$ cat src/rtl/tfc_defines.svh
// Purpose: Offsets, fields, reset values and timing counts of the transmit framer
// Assumes: 100 MHz sys_clk, 13.56 MHz carrier reference for wait units
// Notes: Included by bare name; definitions only
`ifndef TFC_DEFINES_SVH
`define TFC_DEFINES_SVH

`define TFC_ADDR_BURST 8'h30
`define TFC_ADDR_WCTRL 8'h31
`define TFC_ADDR_WLO 8'h32
`define TFC_ADDR_FRAME 8'h33

`define TFC_WCTRL_RST 8'hC0
`define TFC_WLO_RST 8'h00
`define TFC_FRAME_RST 8'h00
`define TFC_BURST_RST 8'h00

`define TFC_ORIGIN_BIT 7
`define TFC_UNIT_BIT 6
`define TFC_WHIGH_MSB 5
`define TFC_WHIGH_LSB 3
`define TFC_STOP_MSB 2
`define TFC_STOP_LSB 0
`define TFC_TXPAR_BIT 7
`define TFC_RXPAR_BIT 6
`define TFC_CLOSE_MSB 3
`define TFC_CLOSE_LSB 2
`define TFC_OPEN_MSB 1
`define TFC_OPEN_LSB 0
`define TFC_BURST_MSB 6
`define TFC_BURST_LSB 4

`define TFC_CLK_KHZ 100000
`define TFC_CARRIER_KHZ 13560
`define TFC_WAIT_CARRIER_PERIODS 16
`define TFC_CARRIER_UNIT_CYC \
  ((`TFC_WAIT_CARRIER_PERIODS * `TFC_CLK_KHZ + `TFC_CARRIER_KHZ - 1) / `TFC_CARRIER_KHZ)
`define TFC_HALF_BIT_NS 18880
`define TFC_HALF_BIT_CYC ((`TFC_HALF_BIT_NS * `TFC_CLK_KHZ) / 1000000)
`define TFC_ODD_PARITY 1'b1
`define TFC_FIFO_DEPTH 16

`endif

$ cat src/rtl/tfc_pkg.sv
// Purpose: Types shared by the transmit framer files
// Assumes: Nothing beyond the defines header
// Notes: Burst length table lives here as one function
package tfc_pkg;
  typedef logic [7:0] tfc_byte_t;
  typedef enum logic [2:0] {
    TFC_IDLE, TFC_OPEN, TFC_DATA, TFC_PAR, TFC_STOP, TFC_EGT, TFC_CLOSE
  } tfc_state_e;

  function automatic logic [8:0] tfc_burst_bits(input logic [2:0] code);
    case (code)
      3'h0: tfc_burst_bits = 9'h008;
      3'h1: tfc_burst_bits = 9'h010;
      3'h2: tfc_burst_bits = 9'h020;
      3'h3: tfc_burst_bits = 9'h030;
      3'h4: tfc_burst_bits = 9'h040;
      3'h5: tfc_burst_bits = 9'h060;
      3'h6: tfc_burst_bits = 9'h080;
      default: tfc_burst_bits = 9'h100;
    endcase
  endfunction : tfc_burst_bits
endpackage : tfc_pkg

$ cat src/rtl/tfc_fifo.sv
// Purpose: Flip-flop FIFO between the byte source and the serialiser
// Assumes: Same clock on both sides
// Notes: inReady is registered so it can leave the top directly
module tfc_fifo #(
  parameter int WIDTH = 8,
  parameter int DEPTH = 16
) (
  input wire logic sys_clk,
  input wire logic rst,
  input wire logic [WIDTH-1:0] inData,
  input wire logic inValid,
  output logic inReady,
  output logic [WIDTH-1:0] outData,
  output logic outValid,
  input wire logic outReady
);
  localparam int AW = (DEPTH > 1) ? $clog2(DEPTH) : 1;
  localparam int CW = $clog2(DEPTH + 1);

  if (DEPTH < 2 || WIDTH < 1) begin : g_chk
    $error("tfc_fifo needs DEPTH of 2 or more");
  end

  logic [WIDTH-1:0] memQ [DEPTH];
  logic [AW-1:0] wrPtrQ, wrPtrD, rdPtrQ, rdPtrD;
  logic [CW-1:0] countQ, countD;
  logic readyQ, readyD;
  logic doWr, doRd;

  assign doWr = inValid && readyQ;
  assign doRd = outReady && (countQ != '0);
  assign inReady = readyQ;
  assign outValid = (countQ != '0);
  assign outData = memQ[rdPtrQ];

  always_comb begin
    wrPtrD = wrPtrQ;
    rdPtrD = rdPtrQ;
    countD = countQ;
    if (doWr) begin
      wrPtrD = (wrPtrQ == AW'(DEPTH - 1)) ? '0 : wrPtrQ + 1'b1;
    end
    if (doRd) begin
      rdPtrD = (rdPtrQ == AW'(DEPTH - 1)) ? '0 : rdPtrQ + 1'b1;
    end
    if (doWr && !doRd) begin
      countD = countQ + 1'b1;
    end else if (doRd && !doWr) begin
      countD = countQ - 1'b1;
    end
    readyD = (countD != CW'(DEPTH));
  end

  always_ff @(posedge sys_clk or posedge rst) begin
    if (rst) begin
      wrPtrQ <= '0;
      rdPtrQ <= '0;
      countQ <= '0;
      readyQ <= 1'b1;
    end else begin
      wrPtrQ <= wrPtrD;
      rdPtrQ <= rdPtrD;
      countQ <= countD;
      readyQ <= readyD;
    end
  end

  // Storage needs no reset; only written entries are ever read
  always_ff @(posedge sys_clk) begin
    if (doWr) begin
      memQ[wrPtrQ] <= inData;
    end
  end
endmodule : tfc_fifo

$ cat src/rtl/tfc_framer.sv
// Purpose: Transmit framing with guard wait, symbols, parity, stop and guard bits
// Assumes: Receiver bits and frame end come from logic on sys_clk
// Notes: Bits go out LSB first, one per bit period, on the bit grid
`include "tfc_defines.svh"
module tfc_framer #(
  parameter int HALF_BIT_CYC = `TFC_HALF_BIT_CYC,
  parameter int FIFO_DEPTH = `TFC_FIFO_DEPTH
) (
  input wire logic sys_clk,
  input wire logic rst,
  input wire logic [7:0] regAddr,
  input wire logic regWe,
  input wire logic regRe,
  input wire tfc_pkg::tfc_byte_t regWdata,
  output tfc_pkg::tfc_byte_t regRdata,
  input wire tfc_pkg::tfc_byte_t txByte,
  input wire logic txByteValid,
  output logic txByteReady,
  input wire logic txStart,
  input wire logic typeBMode,
  output logic txOut,
  output logic [1:0] txSymbol,
  output logic txActive,
  output logic waitBusy,
  input wire logic rxBit,
  input wire logic rxBitValid,
  input wire logic rxFrameEnd,
  output tfc_pkg::tfc_byte_t rxByte,
  output logic rxByteValid,
  output logic rxParityErr
);
  import tfc_pkg::*;

  localparam int CARR_CYC = `TFC_CARRIER_UNIT_CYC;
  if (HALF_BIT_CYC < 1 || HALF_BIT_CYC > 4095 || FIFO_DEPTH < 2) begin : g_chk
    $error("tfc_framer parameters out of range");
  end

  // Registers
  tfc_byte_t wctrlQ, wctrlD, wloQ, wloD, frameQ, frameD, burstQ, burstD, rdQ, rdD;
  always_comb begin
    wctrlD = wctrlQ;
    wloD = wloQ;
    frameD = frameQ;
    burstD = burstQ;
    rdD = 8'h00;
    if (regWe) begin
      if (regAddr == `TFC_ADDR_BURST) begin
        burstD = regWdata & 8'h70;
      end else if (regAddr == `TFC_ADDR_WCTRL) begin
        wctrlD = regWdata;
      end else if (regAddr == `TFC_ADDR_WLO) begin
        wloD = regWdata;
      end else if (regAddr == `TFC_ADDR_FRAME) begin
        frameD = regWdata & 8'hCF;
      end
    end
    if (regRe) begin
      if (regAddr == `TFC_ADDR_BURST) begin
        rdD = burstQ;
      end else if (regAddr == `TFC_ADDR_WCTRL) begin
        rdD = wctrlQ;
      end else if (regAddr == `TFC_ADDR_WLO) begin
        rdD = wloQ;
      end else if (regAddr == `TFC_ADDR_FRAME) begin
        rdD = frameQ;
      end
    end
  end

  always_ff @(posedge sys_clk or posedge rst) begin
    if (rst) begin
      wctrlQ <= `TFC_WCTRL_RST;
      wloQ <= `TFC_WLO_RST;
      frameQ <= `TFC_FRAME_RST;
      burstQ <= `TFC_BURST_RST;
      rdQ <= 8'h00;
    end else begin
      wctrlQ <= wctrlD;
      wloQ <= wloD;
      frameQ <= frameD;
      burstQ <= burstD;
      rdQ <= rdD;
    end
  end
  assign regRdata = rdQ;

  logic origin, unitEtu, txPar, rxPar;
  logic [10:0] waitCount;
  logic [2:0] stopLen;
  logic [1:0] closeSym, openSym;
  logic [8:0] burstBits;
  assign origin = wctrlQ[`TFC_ORIGIN_BIT];
  assign unitEtu = wctrlQ[`TFC_UNIT_BIT];
  assign waitCount = {wctrlQ[`TFC_WHIGH_MSB:`TFC_WHIGH_LSB], wloQ};
  assign stopLen = wctrlQ[`TFC_STOP_MSB:`TFC_STOP_LSB];
  assign txPar = frameQ[`TFC_TXPAR_BIT];
  assign rxPar = frameQ[`TFC_RXPAR_BIT];
  assign closeSym = frameQ[`TFC_CLOSE_MSB:`TFC_CLOSE_LSB];
  assign openSym = frameQ[`TFC_OPEN_MSB:`TFC_OPEN_LSB];
  assign burstBits = tfc_burst_bits(burstQ[`TFC_BURST_MSB:`TFC_BURST_LSB]);

  // Byte buffer
  tfc_byte_t fifoData;
  logic fifoValid, popD;
  tfc_fifo #(.WIDTH(8), .DEPTH(FIFO_DEPTH)) u_fifo (
    .sys_clk(sys_clk),
    .rst(rst),
    .inData(txByte),
    .inValid(txByteValid),
    .inReady(txByteReady),
    .outData(fifoData),
    .outValid(fifoValid),
    .outReady(popD)
  );

  // Bit rate divider, free running so frames keep the bit grid
  logic [11:0] halfDivQ, halfDivD;
  logic halfPhaseQ, halfPhaseD, halfTick, bitTick;
  assign halfTick = (halfDivQ == 12'h000);
  assign bitTick = halfTick && halfPhaseQ;
  always_comb begin
    halfDivD = halfTick ? 12'(HALF_BIT_CYC - 1) : halfDivQ - 12'h001;
    halfPhaseD = halfTick ? !halfPhaseQ : halfPhaseQ;
  end

  // Transmit sequencer
  tfc_state_e stateQ, stateD, nData, postData, postStop;
  logic [8:0] bitIdxQ, bitIdxD;
  tfc_byte_t curByteQ, curByteD;
  logic txOutQ, txOutD, activeQ, activeD, pendQ, pendD;
  logic [1:0] symQ, symD;
  logic [10:0] waitCntQ, waitCntD;
  logic [11:0] unitDivQ, unitDivD, unitLen;
  logic txEndEvt, loadWait, busyQ, busyD;

  always_comb begin
    postStop = (closeSym != 2'h0) ? TFC_CLOSE : TFC_IDLE;
    // stop and guard only for Type B
    postData = (typeBMode && stopLen != 3'h0) ? TFC_STOP : postStop;
    nData = fifoValid ? TFC_DATA : postData;
  end

  always_comb begin
    stateD = stateQ;
    bitIdxD = bitIdxQ;
    curByteD = curByteQ;
    txOutD = txOutQ;
    symD = symQ;
    activeD = activeQ;
    popD = 1'b0;
    pendD = pendQ || txStart;
    if (bitTick) begin
      case (stateQ)
        TFC_IDLE: begin
          if (pendQ && waitCntQ == 11'h000) begin
            pendD = txStart;
            bitIdxD = 9'h000;
            stateD = (openSym != 2'h0) ? TFC_OPEN : nData;
          end
        end
        TFC_OPEN: begin
          if (openSym == 2'h2 && bitIdxQ + 9'h001 < burstBits) begin
            bitIdxD = bitIdxQ + 9'h001;
          end else begin
            bitIdxD = 9'h000;
            stateD = nData;
          end
        end
        TFC_DATA: begin
          if (bitIdxQ == 9'h007) begin
            stateD = txPar ? TFC_PAR : nData;
          end else begin
            bitIdxD = bitIdxQ + 9'h001;
          end
        end
        TFC_PAR: stateD = nData;
        TFC_STOP: begin
          bitIdxD = 9'h000;
          stateD = (stopLen > 3'h1) ? TFC_EGT : postStop;
        end
        TFC_EGT: begin
          if (bitIdxQ + 9'h002 < {6'h00, stopLen}) begin
            bitIdxD = bitIdxQ + 9'h001;
          end else begin
            stateD = postStop;
          end
        end
        default: stateD = TFC_IDLE;
      endcase
      symD = 2'h0;
      activeD = (stateD != TFC_IDLE);
      case (stateD)
        TFC_IDLE: txOutD = 1'b0;
        TFC_OPEN: begin
          symD = openSym;
          txOutD = (openSym == 2'h2);
        end
        TFC_DATA: begin
          if (stateQ != TFC_DATA || bitIdxQ == 9'h007) begin
            curByteD = fifoData;
            popD = 1'b1;
            bitIdxD = 9'h000;
            txOutD = fifoData[0];
          end else begin
            txOutD = curByteQ[bitIdxD[2:0]];
          end
        end
        TFC_PAR: txOutD = (^curByteQ) ^ `TFC_ODD_PARITY;
        TFC_STOP, TFC_EGT: txOutD = 1'b1;
        default: begin
          symD = closeSym;
          txOutD = (closeSym == 2'h2);
        end
      endcase
    end
  end

  assign txEndEvt = bitTick && stateQ != TFC_IDLE && stateD == TFC_IDLE;
  assign loadWait = origin ? rxFrameEnd : txEndEvt;
  assign unitLen = unitEtu ? 12'(HALF_BIT_CYC) : 12'(CARR_CYC);

  always_comb begin
    waitCntD = waitCntQ;
    unitDivD = unitDivQ;
    // counter loads at the end event: rx frame end when origin is set, else tx end
    if (loadWait) begin
      waitCntD = waitCount;
      unitDivD = unitLen - 12'h001;
    end else if (waitCntQ != 11'h000) begin
      if (unitDivQ == 12'h000) begin
        waitCntD = waitCntQ - 11'h001;
        unitDivD = unitLen - 12'h001;
      end else begin
        unitDivD = unitDivQ - 12'h001;
      end
    end
    busyD = (waitCntD != 11'h000);
  end

  always_ff @(posedge sys_clk or posedge rst) begin
    if (rst) begin
      halfDivQ <= 12'h000;
      halfPhaseQ <= 1'b0;
      stateQ <= TFC_IDLE;
      bitIdxQ <= 9'h000;
      curByteQ <= 8'h00;
      txOutQ <= 1'b0;
      symQ <= 2'h0;
      activeQ <= 1'b0;
      pendQ <= 1'b0;
      waitCntQ <= 11'h000;
      unitDivQ <= 12'h000;
      busyQ <= 1'b0;
    end else begin
      halfDivQ <= halfDivD;
      halfPhaseQ <= halfPhaseD;
      stateQ <= stateD;
      bitIdxQ <= bitIdxD;
      curByteQ <= curByteD;
      txOutQ <= txOutD;
      symQ <= symD;
      activeQ <= activeD;
      pendQ <= pendD;
      waitCntQ <= waitCntD;
      unitDivQ <= unitDivD;
      busyQ <= busyD;
    end
  end
  assign txOut = txOutQ;
  assign txSymbol = symQ;
  assign txActive = activeQ;
  assign waitBusy = busyQ;

  // Receive byte assembly; parity bit stays out of the byte
  logic [3:0] rxCntQ, rxCntD;
  tfc_byte_t rxShQ, rxShD, rxByteQ, rxByteD;
  logic rxValQ, rxValD, rxErrQ, rxErrD;
  always_comb begin
    rxCntD = rxCntQ;
    rxShD = rxShQ;
    rxByteD = rxByteQ;
    rxValD = 1'b0;
    rxErrD = 1'b0;
    if (rxFrameEnd) begin
      rxCntD = 4'h0;
    end else if (rxBitValid) begin
      if (rxCntQ == 4'h8) begin
        rxValD = 1'b1;
        rxByteD = rxShQ;
        rxErrD = (^rxShQ) ^ `TFC_ODD_PARITY ^ rxBit;
        rxCntD = 4'h0;
      end else begin
        rxShD = {rxBit, rxShQ[7:1]};
        rxCntD = rxCntQ + 4'h1;
        if (rxCntQ == 4'h7 && !rxPar) begin
          rxValD = 1'b1;
          rxByteD = {rxBit, rxShQ[7:1]};
          rxCntD = 4'h0;
        end
      end
    end
  end

  always_ff @(posedge sys_clk or posedge rst) begin
    if (rst) begin
      rxCntQ <= 4'h0;
      rxShQ <= 8'h00;
      rxByteQ <= 8'h00;
      rxValQ <= 1'b0;
      rxErrQ <= 1'b0;
    end else begin
      rxCntQ <= rxCntD;
      rxShQ <= rxShD;
      rxByteQ <= rxByteD;
      rxValQ <= rxValD;
      rxErrQ <= rxErrD;
    end
  end
  assign rxByte = rxByteQ;
  assign rxByteValid = rxValQ;
  assign rxParityErr = rxErrQ;

  property p_start_after_wait;
    @(posedge sys_clk) disable iff (rst)
    (stateQ == TFC_IDLE && stateD != TFC_IDLE) |-> (waitCntQ == 11'h000);
  endproperty
  a_start_after_wait: assert property (p_start_after_wait) else $error("start during wait");
  property p_tx_origin;
    @(posedge sys_clk) disable iff (rst)
    (!origin && txEndEvt) |=> (waitCntQ == $past(waitCount));
  endproperty
  a_tx_origin: assert property (p_tx_origin) else $error("wait not loaded at tx end");
  property p_rx_origin;
    @(posedge sys_clk) disable iff (rst)
    (origin && rxFrameEnd && !regWe) |=> (waitCntQ == $past(waitCount));
  endproperty
  a_rx_origin: assert property (p_rx_origin) else $error("wait not loaded at rx end");
  property p_par_follows;
    @(posedge sys_clk) disable iff (rst)
    (stateQ == TFC_DATA && bitTick && bitIdxQ == 9'h007 && txPar) |=> (stateQ == TFC_PAR);
  endproperty
  a_par_follows: assert property (p_par_follows) else $error("parity bit missing");
  property p_par_value;
    @(posedge sys_clk) disable iff (rst)
    (stateQ == TFC_PAR) |-> (txOutQ == ((^curByteQ) ^ `TFC_ODD_PARITY));
  endproperty
  a_par_value: assert property (p_par_value) else $error("wrong parity value");
  property p_stop_typeb;
    @(posedge sys_clk) disable iff (rst)
    (stateQ == TFC_STOP) |-> (txOutQ && stopLen != 3'h0);
  endproperty
  a_stop_typeb: assert property (p_stop_typeb) else $error("stop bit out of mode");
  property p_rx_par_byte;
    @(posedge sys_clk) disable iff (rst)
    (rxBitValid && !rxFrameEnd && rxCntQ == 4'h8) |=> rxValQ ##1 !rxValQ;
  endproperty
  a_rx_par_byte: assert property (p_rx_par_byte) else $error("rx byte not after parity");
  property p_wait_unit;
    @(posedge sys_clk) disable iff (rst)
    (waitCntQ > 11'h001 && !loadWait && unitDivQ == 12'h000 && !unitEtu)
      |=> (unitDivQ == 12'(CARR_CYC - 1));
  endproperty
  a_wait_unit: assert property (p_wait_unit) else $error("carrier unit wrong");
endmodule : tfc_framer

$ cat config.mk
export PLATFORM = sky130hd
export DESIGN_NAME = tfc_framer
export DESIGN_NICKNAME = d
export VERILOG_FILES = /design/src/rtl/tfc_pkg.sv /design/src/rtl/tfc_fifo.sv /design/src/rtl/tfc_framer.sv
export VERILOG_INCLUDE_DIRS = /design/src /design/src/rtl
export SDC_FILE = /design/constraint.sdc
export NUM_CORES = 1
export LEC_CHECK = 0
export ABC_AREA = 1
export BUFFER_PORTS_ARGS = -buffer_cell sky130_fd_sc_hd__clkbuf_2
export CORE_MARGIN = 4
export CORE_UTILIZATION = 55
export DETAILED_ROUTE_END_ITERATION = 10
export PLACE_DENSITY = 0.73
export SKIP_CTS_REPAIR_TIMING = 1
export SLEW_MARGIN = 40
export SYNTH_ARGS = -nofsm -noshare
export SYNTH_HDL_FRONTEND = slang
export SYNTH_SLANG_ARGS = --single-unit
$ cat constraint.sdc
create_clock -name sys_clk -period 5.7 [get_ports sys_clk]
set_clock_uncertainty 0.15 [all_clocks]
set_input_delay 1.14 -clock sys_clk [delete_from_list [all_inputs] [get_ports sys_clk]]
set_output_delay 1.14 -clock sys_clk [all_outputs]
set_load 0.005 [all_outputs]
==> metrics list <==
* Final worst path period share: 70.0%
- Synth warn: 0
- Num rows: 55
- Leading area contributor after synthesis: edfxtp_1
- Ratio of cells with drive above 1 in the final layout: approximately a tenth
- Setup violations remaining at the end of the flow were counted as 0.
- Status: finished clean
- Die Span Y: roughly 160 um
- The first detailed-routing pass took 5 iterations.
* Maximum clock path buffer count: 3
- Counting flops with a built-in enable in the synthesized netlist gives 128.
* Effective utilization at floorplan: between 50% and 60%
- Worst EP arrival: 4.32 ns
- Crit-path max cell delay: about 0.45 ns
- Number of slew-limit violations in the final report: 0
- Data on the critical path is required at its endpoint by between 6 and 7 ns.
- Total I/O pin count: 58
- In this run the power density over the cells is between 300 and 400 nW/um^2.
- Total die area: 25500 um^2
- The finished cells cover 14200 um^2.
* GP Congestion: 0.961
- Via count of the first global-routing pass: just over 9000
* Worst path most repeated cell: nand2_1
- Flip-flop cell with the highest count after synthesis: edfxtp_1
* Initial antenna violation count: 0
- Setup repair after global routing missed its margin: false
- The highest metal layer carrying signal wires in the routed design is met4.
- Final total negative setup slack: 0 ns
* Cell at the root of the clock tree: clkbuf_16
- DRC violation count after routing: 0
* Total via count after detailed routing: slightly below 10000
* Post-Place Setup Slack: about 1.7 ns
- Minimum clock period after layout: 3.99 ns
- TritonCTS Sinks: 259
* Max-slew headroom at the worst pin: between 30% and 40%
* Wire length after detailed routing: 28700 um
- Synthesized netlist cell count: approximately 1400
- Routed Antenna Nets: 0
* Layout fillers: roughly 1800
- Utilization of the core after routing: 62.6%
- Type of destination of the critical path: register
- Total area of multi-input combinational cells: between 4000 and 5000 um^2
- In this run the horizontal extent of the chip is 160 um.
- Ranked by instance count, the synthesized netlist is headed by nand2_1 (281), nor2_1 (173), inv_1 (152).
* Leakage power of the design: approximately 6.1 nW
- Number of max-cap violations: 0
- Entering global routing, the biggest net connects 85 pins.
* Sequential fraction of the synthesis area: a little under three fifths
- Across every metal layer, demand over resource in global routing totals between 20% and 30%.
* Post-synthesis average cell area: slightly above 9 um^2
* Setup CP Type: register to register
- In the detailed route, the total length drawn on met2 is about 13000 um.
* Routed wirelength normalized by instance count: roughly 17 um
* Number of nets at the end of the flow: roughly 1500
* DRC marker count from the first detailed-route iteration: roughly 880
- Routed vias/inst: between 5 and 6
- Ys async rst share: 50.6%
- Of all nets on the critical path, the largest fanout is 11.
* Area after DPL: ~13000 um^2
- Relative to the synthesized area, the layout overhead comes to 12.0%.
* Total length of routed met3 wires: between 1000 and 1500 um
* GR Overflow Total: 0
- After clock tree synthesis, the clock-pin slew on the worst setup and hold paths is about 0.06 ns.
- Area of the core: 22600 um^2
* Kind of launch point of the worst setup path: register
- Register area: just over 7000 um^2
* Total half-perimeter wirelength after legalization and detailed placement: around 20000 um
- Worst ir drop on vdd: between 300 and 400 uV
- Based on the critical path, the design can be clocked at up to 251 MHz.
- Setup slack closes at about 1.7 ns.
* Hold violation total from the final report: 0
- Yosys attributes the largest share of cell area to edfxtp_1 (30%), dfrtp_1 (25%), nand2_1 (8.3%).
- CTS built an H-tree with a depth of 1.
* Library cell with the highest instance count after synthesis: nand2_1
* Clock tree from TritonCTS: built
- Clock network latency to the later pin of the worst-skew pair: ~0.55 ns
- The count of buffers added on input and output ports is 57.
- The slowest stage of the critical path is the dfrtp_1 cell.
- In this run, CTS created clock tree buffers numbering 29.
- The worst hold path belongs to the class register to register.
- The top cell type by area accounts for a little under a third of the synthesized area.
* First-pass GRT wire length: 47600 um
* Number of distinct library cell variants in the gate-level netlist after synthesis: 54
* Synthesis-stage register bit count: roughly 260
- WL met1: approximately 13000 um
* Least-Margin Pin Slew: 0.899 ns
- Cell area after synthesis: ~13000 um^2
* Number of antenna diodes: 0
- When the netlist entered floorplanning its net count stood at about 1400.
[registers in the layout, indices dropped and copies added, names as in the netlist, 8 cells and up]
| name | cells |
|---|---|
| rxByte | 8 |
| unitDivQ | 12 |
| wloQ | 8 |
| curByteQ | 8 |
| u_fifo.memQ | 128 |
| waitCntQ | 11 |
| regRdata | 8 |
| wctrlQ | 8 |
| halfDivQ | 12 |
| bitIdxQ | 9 |
| rxShQ | 8 |
[final timing paths]
path	slack, ns	startpoint	cells after the start	to
worst max register to register	1.71	bitIdxQ[2]$_DFFE_PP0P_	26	u_fifo.inReady$_DFF_PP1_
worst min-delay path	0.31	halfDivQ[0]$_DFF_PP0_	1	halfDivQ[0]$_DFF_PP0_
worst min register to register	0.31	halfDivQ[0]$_DFF_PP0_	1	halfDivQ[0]$_DFF_PP0_
min in group asynchronous	0.50	rst	2	txSymbol[1]$_DFFE_PP0P_
worst max-delay path	1.71	bitIdxQ[2]$_DFFE_PP0P_	26	u_fifo.inReady$_DFF_PP1_
max in group asynchronous	3.79	rst	3	regRdata[3]$_DFF_PP0_
[stage by stage]
stage,std cells,hold WS [ns],power [W]
floorplan,1366,0.259,0.00284
global placement,1679,0.274,0.00303
detailed placement,1679,0.298,0.00304
CTS,1733,0.307,0.00486
global route,1733,0.343,0.00508
finish,1733,0.309,0.00483
[power breakdown]
group / total (W) / internal, W / switching, W
logic: 0.000697 / 0.000253 / 0.000445
registers: 0.00232 / 0.00218 / 0.000147
clock network: 0.00181 / 0.00107 / 0.000739
[cell type report]
cell class	instances	area share (%)
multi-input combinational	906	33.8
inverter	167	4.48
sequential	259	50.3
clock buffer	45	5.98
clock inverter	9	0.671
timing repair buffer	62	2.28
tap	285	2.52
[cells by family (layout without fill, tap and decap cells)]
kind of cell / after synthesis / count (layout) / synth area share (%)
xor gates and xnor gates: 48 / 48 / 3.32
muxes: 14 / 14 / 1.11
DFF: 259 / 259 / 56.3
adders and majority gates: 20 / 20 / 1.98
buffers and inverters: 201 / 283 / 6.08
and+or+nand+nor: 609 / 609 / 20.7
AOI/OAI and AO/OA: 215 / 215 / 10.5
[layout by cell type (no fill, tap or decap), types with 14 or more instances in the layout]
| master | netlist | layout |
|---|---|---|
| o221ai_1 | 14 | 14 |
| nand3_1 | 76 | 76 |
| edfxtp_1 | 128 | 128 |
| clkbuf_2 | 0 | 57 |
| o32ai_1 | 21 | 21 |
| o21ai_0 | 103 | 103 |
| nor3_1 | 18 | 18 |
| nor2_1 | 173 | 167 |
| xor2_1 | 31 | 31 |
| inv_1 | 152 | 151 |
| dfrtp_1 | 128 | 127 |
| mux2i_1 | 14 | 14 |
| nand4_1 | 15 | 15 |
| nand2_1 | 281 | 281 |
| ha_1 | 20 | 20 |
| a21oi_1 | 22 | 21 |
| clkbuf_16 | 0 | 30 |
| xnor2_1 | 17 | 17 |
[metal layers]
layer | vias up | track usage [%]
li1 | 4736 | -
met1 | 4567 | 32.1
met2 | 280 | 36.9
met3 | 56 | 2.63
met4 | 0 | 6.51
met5 | - | 0
[worst max-delay path: cells and delay by family (launching register included)]
kind                     cells  cell delay, ns
AND/OR/NAND/NOR             19            2.16
adder cells (fa/ha/maj)      2            0.62
flip-flops                   1            0.45
AO/OA/AOI/OAI                2            0.36
buffers and inverters        3            0.19
No activity file was read; power rests on OpenSTA's default activity.
